==> src/verilog/dec_status_defines.svh <==
// Purpose: Offsets, field positions and reset values of the decoder status registers
// Assumes: Included by bare name from the package and decoder_status_regs
// Notes: Definitions only
`ifndef DEC_STATUS_DEFINES_SVH
`define DEC_STATUS_DEFINES_SVH

// ==========================================================================
// Local addresses
`define ADDR_RESUME 8'h00
`define ADDR_EVENT_MASK 8'h1d
`define ADDR_EVENT_FLAGS 8'h1e
`define ADDR_DECODED_HDR 8'h21
`define ADDR_APPLIED_HDR 8'h22
`define ADDR_ERROR_REPORT 8'h24

// ==========================================================================
// Event bit positions
`define EVT_SYNC_LOST 0
`define EVT_SYNC_ACQ 1
`define EVT_CRC_FAIL 2
`define EVT_STOP 3
`define EVT_FRAME_READY 4
`define EVT_COUNT 5

// ==========================================================================
// Reset values and fixed fields
`define EVENT_MASK_RESET 5'h00
`define HDR_RESET 24'h000000
`define ERR_RESET 8'h00
`define HDR_BYTES 2'h3
// Header byte 1 forced ones: sync tail bits 7..4 and layer bit 2
`define HDR1_FORCE_ONES 8'hf4

// ==========================================================================
// Error report fields
`define ERR_ALLOC_BIT 7
`define ERR_DECODED_BIT 6

`endif

==> src/verilog/dec_status_pkg.sv <==
// Purpose: Types shared by the decoder status register block
// Assumes: Constants live in dec_status_defines.svh
// Notes: Types only
`include "dec_status_defines.svh"
package dec_status_pkg;
  typedef enum logic [1:0] {
    XFER_IDLE = 2'b01,
    XFER_OPEN = 2'b10
  } xfer_state_e;
  typedef logic [`EVT_COUNT-1:0] event_vec_t;
endpackage

==> src/verilog/pin_rise_detect.sv <==
// Purpose: Three-stage synchroniser with rising-edge pulse for an outside pin
// Assumes: Pin is asynchronous to CLK
// Notes: First stage is read only by the second stage
`timescale 1ns/100ps
module pin_rise_detect (
  input wire logic CLK,
  input wire logic SYS_RST,
  input wire logic PIN,
  output logic RISE
);
  logic [2:0] stage;
  logic level;
  logic [2:0] next_stage;
  logic next_level;
  logic next_rise;

  always_comb begin
    next_stage = {stage[1:0], PIN};
    next_level = level;
    // A change counts once stages two and three agree
    if (stage[1] == stage[2]) begin
      next_level = stage[2];
    end
    next_rise = next_level & ~level;
  end

  always_ff @(posedge CLK or posedge SYS_RST) begin
    if (SYS_RST) begin
      stage <= 3'h0;
      level <= 1'b0;
      RISE <= 1'b0;
    end else begin
      stage <= next_stage;
      level <= next_level;
      RISE <= next_rise;
    end
  end
endmodule // pin_rise_detect

==> src/verilog/sticky_flag.sv <==
// Purpose: One sticky event flag, set by hardware and cleared by the host
// Assumes: SET and CLR are single-cycle pulses on CLK
// Notes: A set in the clearing cycle wins so no event is lost
`timescale 1ns/100ps
module sticky_flag (
  input wire logic CLK,
  input wire logic SYS_RST,
  input wire logic SET,
  input wire logic CLR,
  output logic FLAG
);
  logic next_flag;

  always_comb begin
    next_flag = FLAG;
    if (CLR) begin
      next_flag = 1'b0;
    end
    if (SET) begin
      next_flag = 1'b1;
    end
  end

  always_ff @(posedge CLK or posedge SYS_RST) begin
    if (SYS_RST) begin
      FLAG <= 1'b0;
    end else begin
      FLAG <= next_flag;
    end
  end
endmodule // sticky_flag

==> src/verilog/decoder_status_regs.sv <==
// Purpose: Status and interrupt local registers of the audio decoder
// Assumes: Control link front end delivers byte selects, reads and writes on CLK
// Notes: Event register clears on read; write-only and unmapped reads give zero
`timescale 1ns/100ps
`include "dec_status_defines.svh"
module decoder_status_regs (
  input wire logic CLK,
  input wire logic SYS_RST,
  // Local register access from the control link front end
  input wire logic LOC_SEL,
  input wire logic [7:0] LOC_ADDR,
  input wire logic LOC_WR,
  input wire logic [7:0] LOC_WDATA,
  input wire logic LOC_RD,
  output logic [7:0] LOC_RDATA,
  output logic LOC_RVALID,
  // Decoder core status
  input wire logic FRAME_READY,
  input wire logic STOP_PIN,
  input wire logic CRC_FAIL,
  input wire logic IN_SYNC,
  input wire logic DEC_HDR_STB,
  input wire logic [23:0] DEC_HDR,
  input wire logic ALLOC_VALID,
  input wire logic FRAME_DECODED,
  input wire logic SF_CRC_ENA,
  input wire logic [31:0] SB_CONCEALED,
  // Outputs to pins and datapath
  output logic INT_REQ,
  output logic [1:0] DEEMPH_MODE
);
  import dec_status_pkg::*;

  // ==========================================================================
  // Event sources
  logic ready_seen;
  logic sync_seen;
  logic stop_rise;
  event_vec_t evt_set;
  event_vec_t evt_clr;
  event_vec_t evt_flags;
  logic next_ready_seen;
  logic next_sync_seen;

  pin_rise_detect u_stop (
    .CLK(CLK),
    .SYS_RST(SYS_RST),
    .PIN(STOP_PIN),
    .RISE(stop_rise)
  );

  always_comb begin
    next_ready_seen = FRAME_READY;
    next_sync_seen = IN_SYNC;
    evt_set[`EVT_FRAME_READY] = FRAME_READY & ~ready_seen;
    evt_set[`EVT_STOP] = stop_rise;
    evt_set[`EVT_CRC_FAIL] = CRC_FAIL;
    evt_set[`EVT_SYNC_ACQ] = IN_SYNC & ~sync_seen;
    evt_set[`EVT_SYNC_LOST] = ~IN_SYNC & sync_seen;
  end

  always_ff @(posedge CLK or posedge SYS_RST) begin
    if (SYS_RST) begin
      ready_seen <= 1'b0;
      sync_seen <= 1'b0;
    end else begin
      ready_seen <= next_ready_seen;
      sync_seen <= next_sync_seen;
    end
  end

  genvar gi;
  generate
    for (gi = 0; gi < `EVT_COUNT; gi = gi + 1) begin : g_flag
      sticky_flag u_flag (
        .CLK(CLK),
        .SYS_RST(SYS_RST),
        .SET(evt_set[gi]),
        .CLR(evt_clr[gi]),
        .FLAG(evt_flags[gi])
      );
    end
  endgenerate

  // ==========================================================================
  // Frame header and error report capture
  logic [23:0] decoded_frame_header;
  logic [23:0] applied_frame_header;
  logic [7:0] frame_error_report;
  logic [23:0] next_decoded;
  logic [23:0] next_applied;
  logic [7:0] next_error;
  logic [3:0] scalefactor_block_ok;
  logic frame_event;

  assign frame_event = evt_set[`EVT_FRAME_READY];

  always_comb begin
    next_decoded = decoded_frame_header;
    next_applied = applied_frame_header;
    next_error = frame_error_report;
    if (DEC_HDR_STB) begin
      next_decoded = DEC_HDR;
    end
    scalefactor_block_ok[0] = ~|SB_CONCEALED[3:0];
    scalefactor_block_ok[1] = ~|SB_CONCEALED[7:4];
    scalefactor_block_ok[2] = ~|SB_CONCEALED[15:8];
    scalefactor_block_ok[3] = ~|SB_CONCEALED[31:16];
    if (frame_event && IN_SYNC) begin
      if (FRAME_DECODED) begin
        // Forced fields; skipped frames keep last good header
        next_applied = {decoded_frame_header[23:16] | `HDR1_FORCE_ONES,
                        decoded_frame_header[15:10], 2'h0,
                        decoded_frame_header[7:0]};
      end
      next_error = 8'h00;
      next_error[`ERR_ALLOC_BIT] = ALLOC_VALID;
      next_error[`ERR_DECODED_BIT] = FRAME_DECODED;
      // Block results only with CRCs on
      if (SF_CRC_ENA) begin
        next_error[3:0] = scalefactor_block_ok;
      end
    end
  end

  always_ff @(posedge CLK or posedge SYS_RST) begin
    if (SYS_RST) begin
      decoded_frame_header <= `HDR_RESET;
      applied_frame_header <= `HDR_RESET;
      frame_error_report <= `ERR_RESET;
    end else begin
      decoded_frame_header <= next_decoded;
      applied_frame_header <= next_applied;
      frame_error_report <= next_error;
    end
  end

  assign DEEMPH_MODE = applied_frame_header[1:0];

  // ==========================================================================
  // Local register access
  xfer_state_e state;
  xfer_state_e next_state;
  logic [7:0] cur_addr;
  logic [7:0] rest_addr;
  logic [1:0] rest_idx;
  logic [4:0] event_mask;
  logic [7:0] next_cur_addr;
  logic [7:0] next_rest_addr;
  logic [1:0] next_rest_idx;
  logic [4:0] next_mask;
  logic [7:0] next_rdata;
  logic next_rvalid;
  logic restricted_sel;
  logic restricted_cur;
  logic [23:0] hdr_pick;

  always_comb begin
    restricted_sel = (LOC_ADDR == `ADDR_DECODED_HDR) || (LOC_ADDR == `ADDR_APPLIED_HDR) ||
                     (LOC_ADDR == `ADDR_ERROR_REPORT);
    restricted_cur = (cur_addr == `ADDR_DECODED_HDR) || (cur_addr == `ADDR_APPLIED_HDR) ||
                     (cur_addr == `ADDR_ERROR_REPORT);
    next_state = state;
    next_cur_addr = cur_addr;
    next_rest_addr = rest_addr;
    next_rest_idx = rest_idx;
    next_mask = event_mask;
    next_rdata = LOC_RDATA;
    next_rvalid = 1'b0;
    evt_clr = '0;
    // Pick by the saved item so a resumed transfer reads the header it left off in
    hdr_pick = (rest_addr == `ADDR_APPLIED_HDR) ? applied_frame_header : decoded_frame_header;
    case (state)
      XFER_IDLE: begin
        if (LOC_SEL) begin
          next_state = XFER_OPEN;
        end
      end
      XFER_OPEN: begin
        if (LOC_RD) begin
          next_rvalid = 1'b1;
          next_rdata = 8'h00;
          if (cur_addr == `ADDR_EVENT_FLAGS) begin
            next_rdata = {3'h0, evt_flags};
            // Clear only reported bits; a set in this cycle stays for the next read
            evt_clr = evt_flags;
          end else if (restricted_cur) begin
            // Error report single byte, undefined bits zero
            if (cur_addr == `ADDR_ERROR_REPORT) begin
              next_rdata = (rest_idx == 2'h0) ? frame_error_report : 8'h00;
            end else begin
              case (rest_idx)
                2'h0: next_rdata = hdr_pick[23:16];
                2'h1: next_rdata = hdr_pick[15:8];
                2'h2: next_rdata = hdr_pick[7:0];
                default: next_rdata = 8'h00;
              endcase
            end
            if (rest_idx != `HDR_BYTES) begin
              next_rest_idx = rest_idx + 2'h1;
            end
          end
        end
        if (LOC_WR && cur_addr == `ADDR_EVENT_MASK) begin
          next_mask = LOC_WDATA[4:0];
        end
      end
      default: begin
        next_state = XFER_IDLE;
      end
    endcase
    if (LOC_SEL) begin
      if (LOC_ADDR == `ADDR_RESUME) begin
        next_cur_addr = rest_addr;
      end else begin
        next_cur_addr = LOC_ADDR;
        if (restricted_sel) begin
          next_rest_addr = LOC_ADDR;
          next_rest_idx = 2'h0;
        end
      end
    end
  end

  always_ff @(posedge CLK or posedge SYS_RST) begin
    if (SYS_RST) begin
      state <= XFER_IDLE;
      cur_addr <= 8'h00;
      rest_addr <= 8'h00;
      rest_idx <= 2'h0;
      event_mask <= `EVENT_MASK_RESET;
      LOC_RDATA <= 8'h00;
      LOC_RVALID <= 1'b0;
    end else begin
      state <= next_state;
      cur_addr <= next_cur_addr;
      rest_addr <= next_rest_addr;
      rest_idx <= next_rest_idx;
      event_mask <= next_mask;
      LOC_RDATA <= next_rdata;
      LOC_RVALID <= next_rvalid;
    end
  end

  // ==========================================================================
  // Interrupt output
  logic next_int;

  always_comb begin
    next_int = |(evt_flags & event_mask);
  end

  always_ff @(posedge CLK or posedge SYS_RST) begin
    if (SYS_RST) begin
      INT_REQ <= 1'b0;
    end else begin
      INT_REQ <= next_int;
    end
  end
endmodule // decoder_status_regs

==> config.mk <==
export PLATFORM = sky130hd
export DESIGN_NAME = decoder_status_regs
export DESIGN_NICKNAME = d
export VERILOG_FILES = /design/src/verilog/dec_status_pkg.sv /design/src/verilog/pin_rise_detect.sv /design/src/verilog/sticky_flag.sv /design/src/verilog/decoder_status_regs.sv
export VERILOG_INCLUDE_DIRS = /design/src /design/src/verilog
export SDC_FILE = /design/constraint.sdc
export NUM_CORES = 1
export LEC_CHECK = 0
export BUFFER_PORTS_ARGS = -buffer_cell sky130_fd_sc_hd__buf_2
export CORE_AREA = 3 3 82 142
export DETAILED_ROUTE_END_ITERATION = 7
export DIE_AREA = 0 0 85 145
export GPL_ROUTABILITY_DRIVEN = 1
export GPL_TIMING_DRIVEN = 0
export MAX_ROUTING_LAYER = met4
export SYNTH_ARGS = -nofsm -noshare
export SYNTH_HDL_FRONTEND = slang
export SYNTH_SLANG_ARGS = --single-unit
==> constraint.sdc <==
create_clock -name CLK -period 4.5 [get_ports CLK]
set_input_delay 0.9 -clock CLK [delete_from_list [all_inputs] [get_ports CLK]]
set_output_delay 0.9 -clock CLK [all_outputs]
set_load 0.02 [all_outputs]
==> impl_results.md <==
- Worst-path clk slew: 0.06 ns
- Root Driver: clkbuf_16
- Post-synthesis cell count: about 350
- PostCTS Resize Cnt: 0
- Slew headroom: 40.81%
- GR Util met3: between 4 and 5%
- Total core area: 0.01070 mm^2
- Reg area: 0.002379 mm^2
- Critical Path Stages: 5
- Global-route met2 utilization: a little under a third
- Wire per inst: approximately 16 um
- Antenna diode count: 0
- Crit. Startpoint: rest_addr[3]
- Average cell area after synthesis: 11.92 um^2
- Placed Cells incl. Taps: 575
- Main synth FF type: dfrtp_1
- PnR Total Power: approximately 2100 uW
- Hold Buf Count CTS: 0
- CP peak stage delay: 0.61 ns
- Detailed Route WL: between 9 and 10 mm
- Syn Nets: 438
- Crit path max-delay cell type: or4b_4
- Least-Margin Pin Slew: 0.8797 ns
- DRC: 0
- Max H-tree Level: 3
- CTS Buf Count: 9
- Hold Crit Class: register to register
- Final slew viol count: 0
- Yosys warns: 0
- Worst EP arrival: 2.63 ns
- Max cap viols: 0
- Multi-input gate area: between 0.0015 and 0.002 mm^2
- Placed wire-length estimate: roughly 7.4 mm
- Hold Vio Cnt, Final: 0
- EDFF count, synth: 0
- Worst Setup Start Kind: register
- Max Freq: ~0.41 GHz
- Worst reg2reg path depth: 5
- Crit path time final: 2.415 ns
- Max VDD drop: 0.2261 mV
- Leading area contributor after synthesis: dfrtp_1
- Synth area leaders: dfrtp_1 (56%), mux2_2 (14%), nand2_1 (3.3%), a21oi_1 (2.5%), o21ai_0 (1.7%)
- Post-CTS Setup Repair Bufs: 0
- Hold Path Origin: u_stop.stage[0]
- Largest net degree at the start of global routing: 73
- Port Buffers: around 90
- Commonest cells in the netlist: dfrtp_1 (94), mux2_2 (52), nand2_1 (37)
- Share of layout cells above drive strength 1: 38.04%
- Die height: 145 um
- Final cycle utilization of the critical path: between 50% and 60%
- # setup viols final: 0
- CTS tree: yes
- Initial DRC count: 151
- Crit. End Element: register
- ANT nets after route: 0
- Max clock buf depth: 2
- Kind of critical path: register to register
- Setup TNS: 0 ns
- Async S/R FF share, synth: 100.0%
- P per Cell Area: 407.1 mW/mm^2
- Worst skew pair latency: ~0.34 ns
- Critical Path RT: 4.72 ns
- Most Used Layer, Global Route: met2
- Post-route clock skew: 0.004146 ns
- # IOs: just under 100
- Crit-path leading delay family: simple AND/OR/NAND/NOR gates
- First-pass GRT wire length: 16.21 mm
- Crit-path max FO: 8
- Worst hold stages: 0
- Initial DRT Pass Iterations: 6
- Post-synthesis sequential area ratio: 56.53%
- Vias in the first global route: 3335
- Clock sinks: 95
- Critical path buffer and inverter count: 0
- Nets: 541
- Fin cells: between 500 and 600
- Layout area overhead: 22.00%
- Area of the die: 0.01233 mm^2
- Top-count cell post-synth: dfrtp_1
- Initial antenna violation count: 0
- Number of fill cells: 1019
- Status: complete, no violations
- RSZ-0062 raised after global routing: no
- Row Count: 50
- Synth Cell Area: 0.004208 mm^2
- Final Util: a little under half
- Gr ovfl total: 0
- Top cell type's share of synthesized area: 55.90%
- Gr usage total: between 15 and 20%
- Met1 Usage GRT: a little under a fifth
- Distinct cell type count after synthesis: 54
- Via count: 3083
- Reg-to-reg startpoint: rest_addr[3]
- Static leakage: 0.002362 uW
- Avg Vias per Cell: around 5.2
- Routability cong.: 0.8744
- Post-synthesis sequential element count: 95
- Crit-path cells: or4b_4 > nor2_8 > mux4_1 > a211oi_1 > o31ai_1
- Initial Util: 39.33%
- Chip width: 85 um
-- metal layers --
layer  part of all wire [%]  wire length, um  vias up
li1                       -                -     1488
met1                     38             3648     1519
met2                     56             5493       61
met3                    3.5              345       15
met4                    2.4              236        0
met5                      0                0        -
-- cell families after synthesis --
| group | Yosys count | synth area share (%) |
|---|---|---|
| DFF | 95 | 56.53 |
| xor gates and xnor gates | 2 | 0.4164 |
| adders and majority gates | 1 | 0.2379 |
| muxes | 58 | 15.73 |
| and+or+nand+nor | 107 | 13.77 |
| AOI/OAI and AO/OA | 69 | 10.65 |
| buffers and inverters | 21 | 2.676 |
-- registers in the layout, summed over array words and instances (netlist names), 3 cells and up --
register              flops
u_stop.stage              3
rest_addr                 8
cur_addr                  8
decoded_frame_header     24
g_flag.u_flag.FLAG        5
LOC_RDATA                 8
event_mask                5
applied_frame_header     18
frame_error_report        6
-- final cells by class --
class                      instances  share of cell area, %
inverter                           5                 0.4143
buffer                            16                  1.828
multi-input combinational        237                  33.44
timing repair buffer              92                  9.408
clock buffer                      15                  5.411
tap                              130                  3.168
sequential                        95                  46.33
-- where the power goes --
group	leakage [uW]	switching [uW]	internal [uW]
Clock	0.000136	297	418
Sequential	0.00115	64.6	960
Combinational	0.00107	176	173
-- path summary, 6_finish.rpt --
path	to	slack (ns)
setup / recovery	LOC_RDATA[3]	2.08
hold / removal	u_stop.stage[1]	0.35
setup reg to reg	LOC_RDATA[3]	2.08
hold reg to reg	u_stop.stage[1]	0.35
max in group asynchronous	state[0]	3.32
min in group asynchronous	rest_addr[6]	0.52
-- cell usage in the layout, fill, tap and decap left out, types with 2 or more instances in the layout --
cell type | synthesis | routed
nand4_1 | 4 | 4
nand2_1 | 37 | 37
mux2_2 | 52 | 52
or3_1 | 2 | 2
and2b_2 | 2 | 2
o21a_1 | 2 | 2
xor2_1 | 2 | 2
and2_2 | 2 | 2
nand4b_1 | 3 | 3
nor2b_1 | 2 | 2
nand2b_1 | 3 | 3
nor4b_1 | 2 | 2
or4b_4 | 2 | 2
nand3_1 | 6 | 6
inv_1 | 5 | 4
nor2_1 | 18 | 18
a21o_1 | 4 | 4
o211ai_1 | 5 | 5
nor3_1 | 2 | 2
clkbuf_1 | 9 | 12
o21ai_0 | 14 | 14
a31oi_1 | 3 | 3
mux2i_1 | 5 | 5
a221oi_1 | 6 | 6
buf_6 | 2 | 2
a21oi_1 | 21 | 21
clkbuf_16 | 0 | 9
and2_1 | 4 | 4
buf_2 | 1 | 92
a22o_1 | 2 | 2
a21boi_0 | 2 | 2
dfrtp_1 | 94 | 94
buf_4 | 2 | 2
nor4_1 | 8 | 8
and3_1 | 3 | 3
or4_1 | 3 | 3
clkbuf_8 | 1 | 4
-- per-stage QoR --
step / area (um^2) / worst slack (ns) / hold slack (ns)
3_3_place_gp: 4826 / 0.07276 / 0.3375
6_report: 5134 / 2.085 / 0.3548
3_5_place_dp: 4856 / 1.832 / 0.3485
2_1_floorplan: 4208 / 1.125 / 0.3312
4_1_cts: 5134 / 2.077 / 0.3586
5_1_grt: 5134 / 2.022 / 0.3757
Power figures use the tool's default switching activity.
